File: src/acc_pkg.sv
package acc_pkg;
   localparam int          ACC_UNITS        = 3;
   localparam int          ACC_PAGE_W       = 8;
   localparam int          ACC_ADDR_W       = 8;
   // Special-function-register offsets; unit chosen by page
   localparam logic [7:0]  ACC_CTRL_ADDR    = 8'h88;
   localparam logic [7:0]  ACC_MODE_ADDR    = 8'h89;
   localparam logic [7:0]  ACC_PAGE_BASE    = 8'h01;
   // Control register fields
   localparam int          ACC_EN_BIT       = 7;
   localparam int          ACC_OUT_BIT      = 6;
   localparam int          ACC_RIF_BIT      = 5;
   localparam int          ACC_FIF_BIT      = 4;
   localparam int          ACC_HYP_LSB      = 2;
   localparam int          ACC_HYN_LSB      = 0;
   localparam logic [7:0]  ACC_CTRL_RESET   = 8'h00;
   // Mode register fields
   localparam int          ACC_RIE_BIT      = 5;
   localparam int          ACC_FIE_BIT      = 4;
   localparam int          ACC_MD_LSB       = 0;
   localparam logic [7:0]  ACC_MODE_RESET   = 8'h02;
   localparam logic [7:0]  ACC_MODE_WMASK   = 8'h33;
   // Hysteresis settings
   typedef enum logic [1:0] {
      ACC_HYS_OFF = 2'h0,
      ACC_HYS_5MV = 2'h1,
      ACC_HYS_10MV = 2'h2,
      ACC_HYS_20MV = 2'h3
   } acc_hys_t;
endpackage

File: src/acc_sync.sv
`timescale 1ns/100ps
// Three-stage synchroniser; output moves only when stages two and three agree
module acc_sync
   import acc_pkg::*;
(
   // Clock and reset
   input  wire logic sys_clk,
   input  wire logic srst,
   // Asynchronous level in, clean level out
   input  wire logic async_in,
   output logic      sync_out
);
   logic s1_reg;
   logic s2_reg;
   logic s3_reg;

   always_ff @(posedge sys_clk) begin
      if (srst) begin
         s1_reg <= 1'b0;
         s2_reg <= 1'b0;
         s3_reg <= 1'b0;
      end else begin
         s1_reg <= async_in;
         s2_reg <= s1_reg;
         s3_reg <= s2_reg;
      end
   end

   always_ff @(posedge sys_clk) begin
      if (srst) begin
         sync_out <= 1'b0;
      end else if (s2_reg == s3_reg) begin
         sync_out <= s3_reg;
      end
   end
endmodule

File: src/acc_top.sv
`timescale 1ns/100ps
//
// Contract
// - Each comparator enables independently.
// - Disabled comparator drives port output low.
// - Control bit 7 turns comparator on/off.
// - Control bit 6 reads live result.
// - Falling edge sets control bit 4.
// - Rising edge sets control bit 5.
// - Edge interrupts gated by mode enables.
// - Interrupt also needs extended enable bit.
// - Hysteresis from control bits 3-0.
// - Negative hysteresis: off, 5, 10, 20 mV.
// - Positive hysteresis selected independently likewise.
// - Mode bits 1-0 drive response time.
// - Output usable everywhere at once.
// - Mode bits 5,4,1-0; reset 00000010.
//
module acc_top
   import acc_pkg::*;
(
   // Clock and reset
   input  wire logic                  sys_clk,
   input  wire logic                  srst,
   // Special-function-register bus
   input  wire logic [ACC_ADDR_W-1:0] sfr_addr,
   input  wire logic [ACC_PAGE_W-1:0] sfr_page,
   input  wire logic [7:0]            sfr_wdata,
   input  wire logic                  sfr_wr,
   input  wire logic                  sfr_rd,
   output logic      [7:0]            sfr_rdata,
   // Extended interrupt enable bits, one per comparator
   input  wire logic [ACC_UNITS-1:0]  ext_irq_enable,
   // Analog comparator cores
   input  wire logic [ACC_UNITS-1:0]  cmp_raw,
   output logic      [ACC_UNITS-1:0]  cmp_enable,
   output logic      [1:0]            cmp_pos_hysteresis [ACC_UNITS],
   output logic      [1:0]            cmp_neg_hysteresis [ACC_UNITS],
   output logic      [1:0]            cmp_response_mode  [ACC_UNITS],
   // Crossbar, reset source and interrupt
   output logic      [ACC_UNITS-1:0]  cmp_port_out,
   output logic      [ACC_UNITS-1:0]  cmp_reset_src,
   output logic      [ACC_UNITS-1:0]  cmp_irq
);
   // ------------------------------------------------------------------
   // Register decode
   // ------------------------------------------------------------------
   // Unit select: 1 for a hit on the given unit's page and address
   function automatic logic hit(input logic [7:0] a, input logic [7:0] p,
                                input logic [7:0] reg_addr, input int unit);
      hit = (a == reg_addr) && (p == ACC_PAGE_BASE + 8'(unit));
   endfunction

   // ------------------------------------------------------------------
   // Shared state
   // ------------------------------------------------------------------
   logic [7:0]           ctrl_reg [ACC_UNITS];
   logic [7:0]           mode_reg [ACC_UNITS];
   logic [ACC_UNITS-1:0] sync_out;
   logic [ACC_UNITS-1:0] prev_reg;
   logic [7:0]           rdata_next;

   genvar g;
   // One slice per comparator; slices share only the bus
   generate
      for (g = 0; g < ACC_UNITS; g++) begin : g_unit
         logic live;
         logic rise;
         logic fall;
         logic ctrl_wr;
         logic mode_wr;
         logic rise_req;
         logic fall_req;

         // ------------------------------------------------------------
         // Input synchroniser
         // ------------------------------------------------------------
         acc_sync u_sync (
            .sys_clk  (sys_clk),
            .srst     (srst),
            .async_in (cmp_raw[g]),
            .sync_out (sync_out[g])
         );

         // ------------------------------------------------------------
         // Edge detection
         // ------------------------------------------------------------
         // Disabled core reads as low everywhere, so no edge leaks through
         // Enabling while the input is high reports a rise, by design
         assign live = sync_out[g] & ctrl_reg[g][ACC_EN_BIT];
         assign rise = ~prev_reg[g] & live;
         assign fall = prev_reg[g] & ~live;

         always_ff @(posedge sys_clk) begin
            if (srst) begin
               prev_reg[g] <= 1'b0;
            end else begin
               prev_reg[g] <= live;
            end
         end

         // ------------------------------------------------------------
         // Write decode
         // ------------------------------------------------------------
         assign ctrl_wr = sfr_wr && hit(sfr_addr, sfr_page, ACC_CTRL_ADDR, g);
         assign mode_wr = sfr_wr && hit(sfr_addr, sfr_page, ACC_MODE_ADDR, g);

         // ------------------------------------------------------------
         // Control register
         // ------------------------------------------------------------
         always_ff @(posedge sys_clk) begin
            if (srst) begin
               ctrl_reg[g] <= ACC_CTRL_RESET;
            end else begin
               if (ctrl_wr) begin
                  ctrl_reg[g][ACC_EN_BIT]              <= sfr_wdata[ACC_EN_BIT];
                  ctrl_reg[g][ACC_RIF_BIT]             <= sfr_wdata[ACC_RIF_BIT];
                  ctrl_reg[g][ACC_FIF_BIT]             <= sfr_wdata[ACC_FIF_BIT];
                  ctrl_reg[g][ACC_HYP_LSB+1:ACC_HYP_LSB] <= sfr_wdata[ACC_HYP_LSB+1:ACC_HYP_LSB];
                  ctrl_reg[g][ACC_HYN_LSB+1:ACC_HYN_LSB] <= sfr_wdata[ACC_HYN_LSB+1:ACC_HYN_LSB];
               end
               ctrl_reg[g][ACC_OUT_BIT] <= live;
               // Hardware set placed last so it beats a same-cycle clear
               if (rise) begin
                  ctrl_reg[g][ACC_RIF_BIT] <= 1'b1;
               end
               if (fall) begin
                  ctrl_reg[g][ACC_FIF_BIT] <= 1'b1;
               end
            end
         end

         // ------------------------------------------------------------
         // Mode register
         // ------------------------------------------------------------
         always_ff @(posedge sys_clk) begin
            if (srst) begin
               mode_reg[g] <= ACC_MODE_RESET;
            end else if (mode_wr) begin
               // Unused bits read back as zero
               mode_reg[g] <= sfr_wdata & ACC_MODE_WMASK;
            end
         end

         // ------------------------------------------------------------
         // Outputs to the analog core
         // ------------------------------------------------------------
         always_ff @(posedge sys_clk) begin
            if (srst) begin
               cmp_enable[g]         <= 1'b0;
               cmp_pos_hysteresis[g] <= ACC_HYS_OFF;
               cmp_neg_hysteresis[g] <= ACC_HYS_OFF;
               cmp_response_mode[g]  <= ACC_MODE_RESET[ACC_MD_LSB+1:ACC_MD_LSB];
            end else begin
               cmp_enable[g]         <= ctrl_reg[g][ACC_EN_BIT];
               cmp_pos_hysteresis[g] <= ctrl_reg[g][ACC_HYP_LSB+1:ACC_HYP_LSB];
               cmp_neg_hysteresis[g] <= ctrl_reg[g][ACC_HYN_LSB+1:ACC_HYN_LSB];
               cmp_response_mode[g]  <= mode_reg[g][ACC_MD_LSB+1:ACC_MD_LSB];
            end
         end

         // ------------------------------------------------------------
         // Crossbar and reset source
         // ------------------------------------------------------------
         // Reset source shares the port value; no extra filtering
         always_ff @(posedge sys_clk) begin
            if (srst) begin
               cmp_port_out[g]  <= 1'b0;
               cmp_reset_src[g] <= 1'b0;
            end else begin
               cmp_port_out[g]  <= live;
               cmp_reset_src[g] <= live;
            end
         end

         // ------------------------------------------------------------
         // Interrupt request
         // ------------------------------------------------------------
         assign rise_req = ctrl_reg[g][ACC_RIF_BIT] & mode_reg[g][ACC_RIE_BIT];
         assign fall_req = ctrl_reg[g][ACC_FIF_BIT] & mode_reg[g][ACC_FIE_BIT];
         always_ff @(posedge sys_clk) begin
            if (srst) begin
               cmp_irq[g] <= 1'b0;
            end else begin
               // Level request follows the sticky flags until software clears them
               cmp_irq[g] <= ext_irq_enable[g] & (rise_req | fall_req);
            end
         end
      end
   endgenerate

   // ------------------------------------------------------------------
   // Read path
   // ------------------------------------------------------------------
   // Pages never overlap, so at most one hit per access
   always_comb begin
      rdata_next = 8'h00;
      for (int u = 0; u < ACC_UNITS; u++) begin
         if (hit(sfr_addr, sfr_page, ACC_CTRL_ADDR, u)) begin
            rdata_next = ctrl_reg[u];
         end
         if (hit(sfr_addr, sfr_page, ACC_MODE_ADDR, u)) begin
            rdata_next = mode_reg[u];
         end
      end
   end

   // ------------------------------------------------------------------
   // Read data register
   // ------------------------------------------------------------------
   // Registered read data: valid the cycle after sfr_rd
   always_ff @(posedge sys_clk) begin
      if (srst) begin
         sfr_rdata <= 8'h00;
      end else if (sfr_rd) begin
         sfr_rdata <= rdata_next;
      end
   end
endmodule

File: config.mk
export PLATFORM = sky130hd
export DESIGN_NAME = acc_top
export DESIGN_NICKNAME = d
export VERILOG_FILES = /design/src/acc_pkg.sv /design/src/acc_sync.sv /design/src/acc_top.sv
export SDC_FILE = /design/constraint.sdc
export NUM_CORES = 1
export LEC_CHECK = 0
export BUFFER_PORTS_ARGS = -buffer_cell sky130_fd_sc_hd__buf_2
export CAP_MARGIN = 20
export CORE_ASPECT_RATIO = 0.7
export CORE_MARGIN = 1.5
export CORE_UTILIZATION = 57
export DETAILED_ROUTE_END_ITERATION = 12
export MAX_ROUTING_LAYER = met4
export PLACE_DENSITY = 0.86
export SKIP_CTS_REPAIR_TIMING = 1
export SLEW_MARGIN = 20
export SYNTH_ARGS = -nofsm -noshare
export SYNTH_HDL_FRONTEND = slang
export SYNTH_HIERARCHICAL = 1
export SYNTH_SLANG_ARGS = --single-unit
File: constraint.sdc
create_clock -name sys_clk -period 3.54 [get_ports sys_clk]
set_clock_uncertainty 0.2 [all_clocks]
set_input_delay 0.354 -clock sys_clk [delete_from_list [all_inputs] [get_ports sys_clk]]
set_output_delay 0.354 -clock sys_clk [all_outputs]
set_load 0.02 [all_outputs]
**Word level (Yosys, flattened, before mapping)**

Memory sizes are Yosys's and may differ from the RTL's.
Cells that the tools add are included.

- Word-level logic and storage cells: 179
- RAM bits: 36
- Output and inout port bits: 38
- Bits in read-only memories: 0
- Register bits: 47
- Latch bits: 0
- Memories: 2

- Multipliers: 0
- Eq/ne operators: 8
- Muxes and demuxes: 72
- Bitwise operators: 54
- Magnitude comparators: 0
- Shift-type cells: 0
- Add/subtract/negate cells: 0
- Div/mod/pow operators: 0
- Reductions and logical operators: 12

Memories:

| name | words | width | rd ports | clocked after memory_dff | wr ports | line | source |
|---|---|---|---|---|---|---|---|
| ctrl_reg | 3 | 8 | 3 | 0 | 3 | acc_top.sv:57 | `logic [7:0] ctrl_reg [ACC_UNITS];` |
| mode_reg | 3 | 4 | 3 | 0 | 3 | acc_top.sv:58 | `logic [7:0] mode_reg [ACC_UNITS];` |

Operators with widths:

| operator | count |
|---|---|
| 1-bit 2-to-1 mux | 57 |
| 8-bit 2-to-1 mux | 6 |
| 1-bit OR | 30 |
| 1-bit bitwise AND | 18 |
| 8-bit by 2-bit equality test with 1-bit output (second input constant) | 2 |
| 8-bit equality test (second input constant) | 2 |
| 1-bit logical AND | 12 |
| 2-bit 2-to-1 mux | 6 |
| 4-bit 2-to-1 mux | 3 |
| 8-bit by 1-bit equality test with 1-bit output (second input constant) | 1 |
| 1-bit inverter | 6 |
| 1-bit equality test | 3 |

**Depth between registers and ports, before layout**

Gate-level depths: netlist (run 1).

- Depth in word-level cells: 8
- Mapped depth: 6
- Mapped depth without buffers: 4

**By module**

Netlist (run 1), hierarchy kept.

By module, submodules not included:

| module | cells an instance | sequential area each (um^2) | instances | area an instance (um^2) |
|---|---|---|---|---|
| acc_top | 257 | 1711.6 | 1 | 2912.8 |
| acc_sync | 10 | 80.1 | 3 | 112.6 |

**Worst setup path after synthesis (run 1)**

No wires, ideal clock.

- Path type: input port to flip-flop
- Start: in sfr_page[2]
- End: mem mode_reg[2][0] (netlist name), enable pin
- Data arrival time: 1309 ps
- Path slack: 1723 ps
- Cell stages on the path: 5
- Cells stage by stage: nor4b_2 > and4_1 > buf_6 > buf_6 > a41o_1

RTL lines:

| item | line | source |
|---|---|---|
| from (decl) | acc_top.sv:27 | `input wire logic [ACC_PAGE_W-1:0] sfr_page,` |
| to (decl) | acc_top.sv:58 |  |

==> summary.md, run 1 <==
| Metric | Value |
|---|---|
| Core area | 5370 sq um |
| Yosys cell types | 40 |
| Actual slew at the worst max-slew pin | 618 ps |
| R2R Setup Slk | 2060 ps |
| Crit share post-route | 56.7% |
| Unrepaired setup endpoints after global routing | false |
| I/O pins | 72 |
| Vias per Instance | 5.59 |
| Total gr overflow | 0 |
| WHS | 3.00 ps |
| Mapped cell area | 3250 sq um |
| Diode count | 0 |
| Hold_sp | cmp_raw[1] |
| LEAKAGE | 1.63 nW |
| CTS clk-pin slew, worst paths | 80 ps |
| Vias | 2383 |
| TritonRoute pass-1 iters | 5 |
| Port bufs | 70 |
| Minimum clock period | 2010 ps |
| CP Cell Sequence | buf_2, nor4b_2, and4_1, buf_4, and3_1, and3_1 |
| Crit path depth | 6 |
| Tot GR Track Use | 23.1% |
| DIE AREA | 6170 sq um |
| Critical path fanouts, max | 21 |
| Initial Util | 60.6% |
| Clock Tree Root | clkbuf_8 |
| Max Clk Rate | 0.499 GHz |
| Worst min path class | in -> reg |
| Worst EP arrival | 2020 ps |
| Worst flop-to-flop path endpoint | sfr_rdata[6] |
| DR DRC count | 0 |
| Rows | 22 |
| WP buf/inv | 2 |
| Area delta synth->final | 16.3% |
| CTS Buffer Depth | 2 |
| Cells after Synth | 287 |
| Yosys Warn Count | 6 |
| Worst setup path end | ctrl_reg[1][2] |
| Remaining antenna violation count | 0 |
| Half-perimeter wire length after placement | 4.45 mm |
| Vias in the first global route | 2121 |
| Status | finished clean |
| Critical path's slowest cell | and3_1 |
| CP Launch Type | input port |
| Antenna violations before repair | 0 |
| Die width | 93.3 um |
| Setup TNS | 0 ps |
| Starting DRT DRC Count | 181 |
| Largest stage delay, worst path | 600 ps |
| R2r startpoint | ctrl_reg[0][6] |
| Most frequent CP cell | and3_1 |
| Critical Path RT | 3560 ps |
| Worst Setup SP | sfr_page[2] |
| Share of cells above drive strength 1 | 30.2% |
| Setup-failing EPs final | 0 |
| Sequential element share of the synthesized area | 60.0% |
| DP Area | 3590 sq um |
| Num CTS Buffers | 9 |
| Fin util | 70.4% |
| Post-synth top flop | dfxtp_1 |
| Largest register FFs | 24 |
| GP Congestion | 0.866 |
| Worst-skew pair later-pin latency | 350 ps |
| Setup crit end kind | flop |
| Worst path top cell family by delay | simple AND/OR/NAND/NOR gates |
| Share of flip-flops with an asynchronous set or reset | 0% |
| Cell count of the worst reg-to-reg path | 4 |
| FF+latch count, synth | 81 |
| Synth Net Count | 321 |
| Relative slew slack | 58.8% |
| Final WL | 6.27 mm |
| CTS tree | done |
| Non-filler instance count after layout | 426 |
| H-tree depth | 3 |
| First-pass GRT wire length | 10.1 mm |
| Post-synth EDFFs | 33 |
| Routed length per instance | 14.7 um |
| Avg Inst Size Synth | 11.3 sq um |
| Chip Height | 66.2 um |
| Max_cap viols | 0 |
| Pin count of the biggest net entering global routing | 36 |
| P per Cell Area | 474 nW/um^2 |
| Final Instance Area | 3780 sq um |
| Final hold vios | 0 |
| VDD IR max | 0.000343 V |
| Slew Limit Fails | 0 |
| Placed cells | 410 |
| Nets | 383 |
| Crit path kind | in -> reg |
| Sink Count | 81 |
-- cells in the mapped netlist (5+ instances only) --
| library cell | number | area, sq um |
|---|---|---|
| a21oi_1 | 6 | 30.0 |
| buf_2 | 8 | 40.0 |
| nand2_1 | 14 | 52.6 |
| and3_1 | 17 | 106 |
| nor2b_1 | 30 | 188 |
| a31o_2 | 6 | 52.6 |
| a22o_1 | 5 | 43.8 |
| dfxtp_1 | 48 | 961 |
| inv_1 | 8 | 30.0 |
| and2_1 | 10 | 62.6 |
| nand2b_1 | 7 | 43.8 |
| buf_4 | 5 | 37.5 |
| edfxtp_1 | 33 | 991 |
| nor2_1 | 21 | 78.8 |
| clkbuf_1 | 8 | 30.0 |
-- stage by stage --
step,total power [mW],setup WS [ps]
floorplan,1.13,1720
global placement,1.18,1280
detailed placement,1.19,1190
CTS,1.81,1570
global route,1.86,1400
finish,1.79,1530
-- cell usage in the layout (no fill, tap or decap), types with 8 or more instances in the layout --
cell type,netlist,routed
edfxtp_1,33,33
and2_1,10,10
nor2b_1,30,30
nand2_1,14,14
dfxtp_1,48,48
inv_1,8,8
nor2_1,21,21
clkbuf_8,0,10
buf_2,8,70
and3_1,17,17
-- routing by layer --
metal	track usage, %	vias up	wire (um)
met1	29.0	1107	2740
met3	6.90	14	549
met5	-	-	0
met4	10.4	0	106
li1	-	1151	-
met2	34.7	111	2870
-- area by class of cell --
cell class / instances / area [sq um]
flip-flops and latches: 81 / 1950
fillers: 419 / 1590
multi-input cells: 174 / 1130
repair buffers: 74 / 380
clock buffers: 12 / 166
well taps: 72 / 90.1
inverters: 9 / 33.8
clock inverters: 4 / 22.5
-- report_power, final --
part / total [mW] / switching [mW] / internal [mW]
Combinational: 0.144 / 0.0890 / 0.0554
Clock: 0.625 / 0.310 / 0.315
Sequential: 1.02 / 0.0147 / 1.01
Total: 1.79 / 0.414 / 1.38
-- worst min-delay path by stage --
stage / endpoint / slack [ps] / depth (start not counted)
2_1_floorplan: g_unit[0].u_sync/s2_reg / 210 / 1
4_1_cts: g_unit[1].u_sync/s1_reg / -10 / 2
5_1_grt: g_unit[1].u_sync/s1_reg / 10 / 2
6_report: g_unit[1].u_sync/s1_reg / 3 / 2
3_3_place_gp: g_unit[2].u_sync/s2_reg / 220 / 1
3_5_place_dp: g_unit[2].u_sync/s2_reg / 220 / 1
-- kinds of logic (layout without fill, tap and decap cells) --
kind of cell / count (synthesis) / in the layout / share of synthesized area [%]
buf+inv: 32 / 99 / 5.04
simple gates: 118 / 118 / 20.9
mux: 4 / 4 / 1.39
compound gates: 52 / 52 / 12.7
flops: 81 / 81 / 60.0
No activity file was read; power rests on OpenSTA's default activity.
==> run 2: changes to the inputs <==
--- a/config.mk
+++ b/config.mk
@@ -5,14 +5,15 @@
 export SDC_FILE = /design/constraint.sdc
 export NUM_CORES = 1
 export LEC_CHECK = 0
+export ABC_AREA = 1
 export BUFFER_PORTS_ARGS = -buffer_cell sky130_fd_sc_hd__buf_2
 export CAP_MARGIN = 20
 export CORE_ASPECT_RATIO = 0.7
 export CORE_MARGIN = 1.5
-export CORE_UTILIZATION = 57
+export CORE_UTILIZATION = 54
 export DETAILED_ROUTE_END_ITERATION = 12
 export MAX_ROUTING_LAYER = met4
-export PLACE_DENSITY = 0.86
+export PLACE_DENSITY = 0.82
 export SKIP_CTS_REPAIR_TIMING = 1
 export SLEW_MARGIN = 20
 export SYNTH_ARGS = -nofsm -noshare
==> constraint.sdc (replaced) <==
create_clock -name sys_clk -period 1.94 [get_ports sys_clk]
set_clock_uncertainty 0.2 [all_clocks]
set_input_delay 0.194 -clock sys_clk [delete_from_list [all_inputs] [get_ports sys_clk]]
set_output_delay 0.194 -clock sys_clk [all_outputs]
set_load 0.02 [all_outputs]
==> summary.md, run 2 <==
| Metric | Value |
|---|---|
| Fillers | 519 |
| Port bufs | 70 |
| Crit path kind | in -> reg |
| Most common cell after layout, fill and taps aside | nor2_1 |
| Diode count | 0 |
| PnR Total Power | 3.38 mW |
| Setup TNS | 0 ps |
| Sequential element share of the synthesized area | 56.3% |
| Fin util | 67.7% |
| Relative slew slack | 74.2% |
| Largest register FFs | 24 |
| Worst-skew pair later-pin latency | 360 ps |
| DR DRC count | 5 |
| Clock Tree Root | clkbuf_8 |
| VDD IR max | 0.000445 V |
| Remaining antenna violation count | 0 |
| Chip Height | 70.1 um |
| I/O pins | 72 |
| Cell count of the worst reg-to-reg path | 4 |
| R2R Setup Slk | 650 ps |
| Critical path fanouts, max | 11 |
| Non-filler instance count after layout | 566 |
| Synth area leader | edfxtp_1 |
| WHS | -13.1 ps |
| Vias | 2760 |
| First-pass GRT wire length | 11.7 mm |
| Starting DRT DRC Count | 302 |
| Area contributors post-synth | edfxtp_1 (29%), dfxtp_1 (28%), nor2_1 (9.1%) |
| LEAKAGE | 2.09 nW |
| Antenna violations before repair | 0 |
| Max_cap viols | 0 |
| Yosys top cell area share | 28.6% |
| TritonRoute pass-1 iters | 10 |
| Total gr overflow | 0 |
| Worst min path class | in -> reg |
| Area delta synth->final | 21.4% |
| Synth Net Count | 429 |
| Post-synth top flop | dfxtp_1 |
| Hold_sp | sfr_wdata[7] |
| Vias in the first global route | 2553 |
| FF+latch count, synth | 81 |
| Vias per Instance | 4.88 |
| Minimum clock period | 1430 ps |
| Initial Util | 55.8% |
| Nets | 517 |
| Die width | 98.8 um |
| Share of cells above drive strength 1 | 28.3% |
| Yosys cell types | 28 |
| GP Congestion | 0.890 |
| Worst flop-to-flop path endpoint | ctrl_reg[0][5] |
| Post-synth EDFFs | 33 |
| Final Instance Area | 4210 sq um |
| Area occupied by registers | 1950 sq um |
| Commonest cells in the netlist | nor2_1 (84), inv_1 (66), nand2_1 (65), dfxtp_1 (48), edfxtp_1 (33) |
| Pin count of the biggest net entering global routing | 36 |
| Avg Inst Size Synth | 8.78 sq um |
| Status | finished with violations |
| CP Launch Type | input port |
| Actual slew at the worst max-slew pin | 386 ps |
| Num CTS Buffers | 9 |
| Max Clk Rate | 0.700 GHz |
| CTS tree | done |
| CTS Buffer Depth | 2 |
| Commonest non-fill, non-tap cells in the layout | nor2_1 (84), buf_2 (70), inv_1 (66), nand2_1 (65), dfxtp_1 (48) |
| R2r startpoint | ctrl_reg[0][7] |
| H-tree depth | 3 |
| Routed length per instance | 13.0 um |
| Setup crit end kind | flop |
| Multi-input gate area | 1170 sq um |
| Mapped cell area | 3470 sq um |
| Cells after Synth | 395 |
| Crit share post-route | 73.6% |
| CTS clk-pin slew, worst paths | 80 ps |
| DP Area | 3920 sq um |
| P per Cell Area | 802 nW/um^2 |
| WHS Path Cells | 3 |
| Worst EP arrival | 1470 ps |
| Core area | 6220 sq um |
| Setup-failing EPs final | 0 |
| Placed cells | 541 |
| Sink Count | 81 |
| Tot GR Track Use | 23.1% |
| Yosys Warn Count | 6 |
| Final WL | 7.38 mm |
| Half-perimeter wire length after placement | 5.36 mm |
| WHS Endpoint | ctrl_reg[1][7] |
| Top-count cell post-synth | nor2_1 |
| Rows | 24 |
| Failing checks | design-rule violations, negative hold slack |
| Slew Limit Fails | 0 |
| Critical Path RT | 1990 ps |
| Unrepaired setup endpoints after global routing | false |
| Share of flip-flops with an asynchronous set or reset | 0% |
| DIE AREA | 6920 sq um |
| Final hold vios | 2 |
run 2: cell count changes after synthesis, sizes merged, moves of 8 or more:
cell	before	now
nor2	21	97
inv	8	66
and3	17	0
o21ai	6	21
a21oi	6	14
nor2b	30	0
and2	10	0
nand3	0	16
nand2	14	76
run 2: how the worst max path moves through the flow:
stage | slack (ps) | startpoint | to
after CTS | 580 | ctrl_reg[1][6] | cmp_port_out[1]
after floorplan | 230 | sfr_addr[7] | ctrl_reg[2][0]
after global placement | 260 | sfr_page[7] | mode_reg[2][0]
after detailed placement | 250 | sfr_addr[5] | ctrl_reg[1][0]
final | 510 | sfr_rd | sfr_rdata[0]
after global routing | 460 | sfr_rd | sfr_rdata[0]
run 2: logic make-up after synthesis:
family,after synthesis,share of synthesized area [%]
AO/OA/AOI/OAI,40,7.18
buffers and inverters,81,9.92
flip-flops,81,56.3
AND/OR/NAND/NOR,193,26.6
run 2: area by class of cell:
class	instances	area share (%)
Clock buffer	10	3.27
Clock inverter	6	1.52
Inverter	69	6.42
Multi-Input combinational cell	233	27.9
Sequential cell	81	46.4
Tap cell	78	2.32
Timing Repair Buffer	89	12.2
run 2: where the power goes:
group	switching (mW)	internal, mW	leakage, nW	total [mW]
sequential	0.0290	1.84	0.715	1.86
clock	0.612	0.632	0.101	1.24
combinational	0.169	0.0991	1.27	0.268
total	0.809	2.57	2.09	3.38
run 2: critical path, stage by stage:
cell,delay [ps]
dlygate4sd3_1,520
buf_2,210
inv_1,150
nand2_1,80
o21ai_0,70
o21ai_0,210
a21oi_2,40
run 2: per-layer routing:
metal	GRT usage [%]	part of all wire, %
met3	9.21	8.4
met1	29.2	45
met4	6.03	1.4
met2	34.9	45
met5	-	0
run 2: through the flow:
step | hold WS, ps | setup WS, ps
6_report | -13.1 | 512
5_1_grt | 12.3 | 456
4_1_cts | -179 | 579
3_5_place_dp | 199 | 245
3_3_place_gp | 192 | 257
2_1_floorplan | 65.2 | 229
==> run 3: changes to the inputs <==
--- a/config.mk
+++ b/config.mk
@@ -10,10 +10,10 @@
 export CAP_MARGIN = 20
 export CORE_ASPECT_RATIO = 0.7
 export CORE_MARGIN = 1.5
-export CORE_UTILIZATION = 54
+export CORE_UTILIZATION = 49
 export DETAILED_ROUTE_END_ITERATION = 12
 export MAX_ROUTING_LAYER = met4
-export PLACE_DENSITY = 0.82
+export PLACE_DENSITY = 0.78
 export SKIP_CTS_REPAIR_TIMING = 1
 export SLEW_MARGIN = 20
 export SYNTH_ARGS = -nofsm -noshare
==> constraint.sdc (replaced) <==
create_clock -name sys_clk -period 1.3 [get_ports sys_clk]
set_clock_uncertainty 0.2 [all_clocks]
set_input_delay 0.13 -clock sys_clk [delete_from_list [all_inputs] [get_ports sys_clk]]
set_output_delay 0.13 -clock sys_clk [all_outputs]
set_load 0.02 [all_outputs]
==> summary.md, run 3 (same netlist as run 2, synthesis figures left out) <==
| Metric | Value |
|---|---|
| DIE AREA | 7600 sq um |
| Remaining antenna violation count | 0 |
| PnR Total Power | 4.95 mW |
| VDD IR max | 0.000668 V |
| Num CTS Buffers | 9 |
| Rows | 25 |
| CTS Buffer Depth | 2 |
| Sequential power share | 56.1% |
| Setup-failing EPs final | 0 |
| Diode count | 0 |
| Pint | 3.74 mW |
| DR DRC count | 0 |
| Most common cell after layout, fill and taps aside | nor2_1 |
| Routed length per instance | 13.1 um |
| LEAKAGE | 2.27 nW |
| Max_cap viols | 0 |
| Crit path kind | in -> reg |
| WHS | -33.0 ps |
| Largest register FFs | 24 |
| Unrepaired setup endpoints after global routing | true |
| Clock Tree Root | clkbuf_8 |
| Share of cells above drive strength 1 | 34.4% |
| Final WL | 8.05 mm |
| Vias | 2883 |
| Setup crit end kind | flop |
| Sink Count | 81 |
| Core area | 6790 sq um |
| Vias in the first global route | 2744 |
| Antenna violations before repair | 0 |
| Switching power | 1.21 mW |
| Total gr overflow | 0 |
| Failing checks | negative hold slack |
| Final hold vios | 12 |
| Combinational group share of total power | 9.6% |
| Status | finished with violations |
| Critical Path RT | 1150 ps |
| H-tree depth | 3 |
| CTS clk-pin slew, worst paths | 80 ps |
| Max Clk Rate | 0.790 GHz |
| Net Sw Frac | 24.5% |
| P per Cell Area | 1080 nW/um^2 |
| Final worst slack | 34.3 ps |
| I/O pins | 72 |
| Critical path fanouts, max | 5 |
| Die width | 104 um |
| Vias per Instance | 4.71 |
| Initial Util | 51.1% |
| Slew Limit Fails | 0 |
| First-pass GRT wire length | 12.8 mm |
| Clk pwr share | 34.3% |
| TritonRoute pass-1 iters | 5 |
| Worst slack at placement | -355 ps |
| Chip Height | 73.4 um |
| Area delta synth->final | 32.6% |
| Pin count of the biggest net entering global routing | 21 |
| Crit share post-route | 97.4% |
| Commonest non-fill, non-tap cells in the layout | nor2_1 (80), buf_2 (69), inv_1 (64), nand2_1 (64), dfxtp_1 (45) |
| Nets | 547 |
| Worst EP arrival | 1120 ps |
| CP Launch Type | input port |
| Port bufs | 70 |
| Actual slew at the worst max-slew pin | 541 ps |
| Tot GR Track Use | 22.5% |
| Worst min path class | in -> reg |
| CTS tree | done |
| Starting DRT DRC Count | 196 |
| GP Congestion | 0.879 |
| Worst-skew pair later-pin latency | 340 ps |
| Minimum clock period | 1270 ps |
| Half-perimeter wire length after placement | 5.90 mm |
| Relative slew slack | 63.9% |
-- run 3: cell count changes in the layout (fill, tap and decap cells not counted), moves of 5 or more --
cell           change
buf_4             +21
o21ai_0            -7
o21ai_1            +6
dlygate4sd3_1      +5
nor2_4             +5
-- run 3: per-layer routing --
layer	global-route usage (%)	up-vias	share of wire, %	routed length (um)
met5	-	-	0	0
met4	7.25	0	0.81	65
met3	5.59	6	7.0	561
met2	36.1	106	46	3730
met1	28.6	1323	46	3690
li1	-	1448	-	-
-- run 3: metrics by stage --
| step | TNS (ps) | hold slack, ps | util, % | area (sq um) | cells |
|---|---|---|---|---|---|
| floorplan | -3730 | 1.18 | - | 3530 | 395 |
| global placement | -17520 | 132 | 61.8 | 4200 | 577 |
| detailed placement | -19880 | 141 | 61.8 | 4200 | 577 |
| CTS | -140 | -225 | 64.5 | 4380 | 593 |
| global route | -107 | -40.2 | 67.8 | 4600 | 612 |
| finish | 0 | -33.0 | 67.8 | 4600 | 612 |
-- run 3: worst max-delay path, cell delays in order --
cell,delay (ps)
clkbuf_4,140
inv_8,30
nor2_4,110
nand2_2,100
nor2_8,170
nand2_4,100
o21ai_4,170
inv_1,90
o21ai_2,70
-- run 3: layout make-up --
class                      count  area [sq um]
fill                         547          2190
sequential                    81          1960
multi-input combinational    233          1260
timing repair buffer         119           806
inverter                      69           278
clock buffer                  12           156
tap                           94           118
clock inverter                 4          25.0
-- run 3: worst paths after layout --
check | from | end | slack (ps) | cells after the start
min reg2reg | g_unit[1].u_sync/s2_reg | g_unit[1].u_sync/s3_reg | 240 | 2
max reg2reg | ctrl_reg[2][7] | ctrl_reg[2][5] | 40 | 4
max | sfr_addr[3] | ctrl_reg[0][4] | 30 | 9
min | srst | g_unit[1].u_sync/s3_reg | -30 | 3
-- run 3: power groups by stage --
stage	sequential, mW	combinational, mW	clock, mW
after detailed placement	2.84	0.434	0
after global routing	2.79	0.517	1.84
after CTS	2.78	0.437	1.72
after floorplan	2.88	0.178	0
after global placement	2.84	0.424	0
final	2.78	0.475	1.70
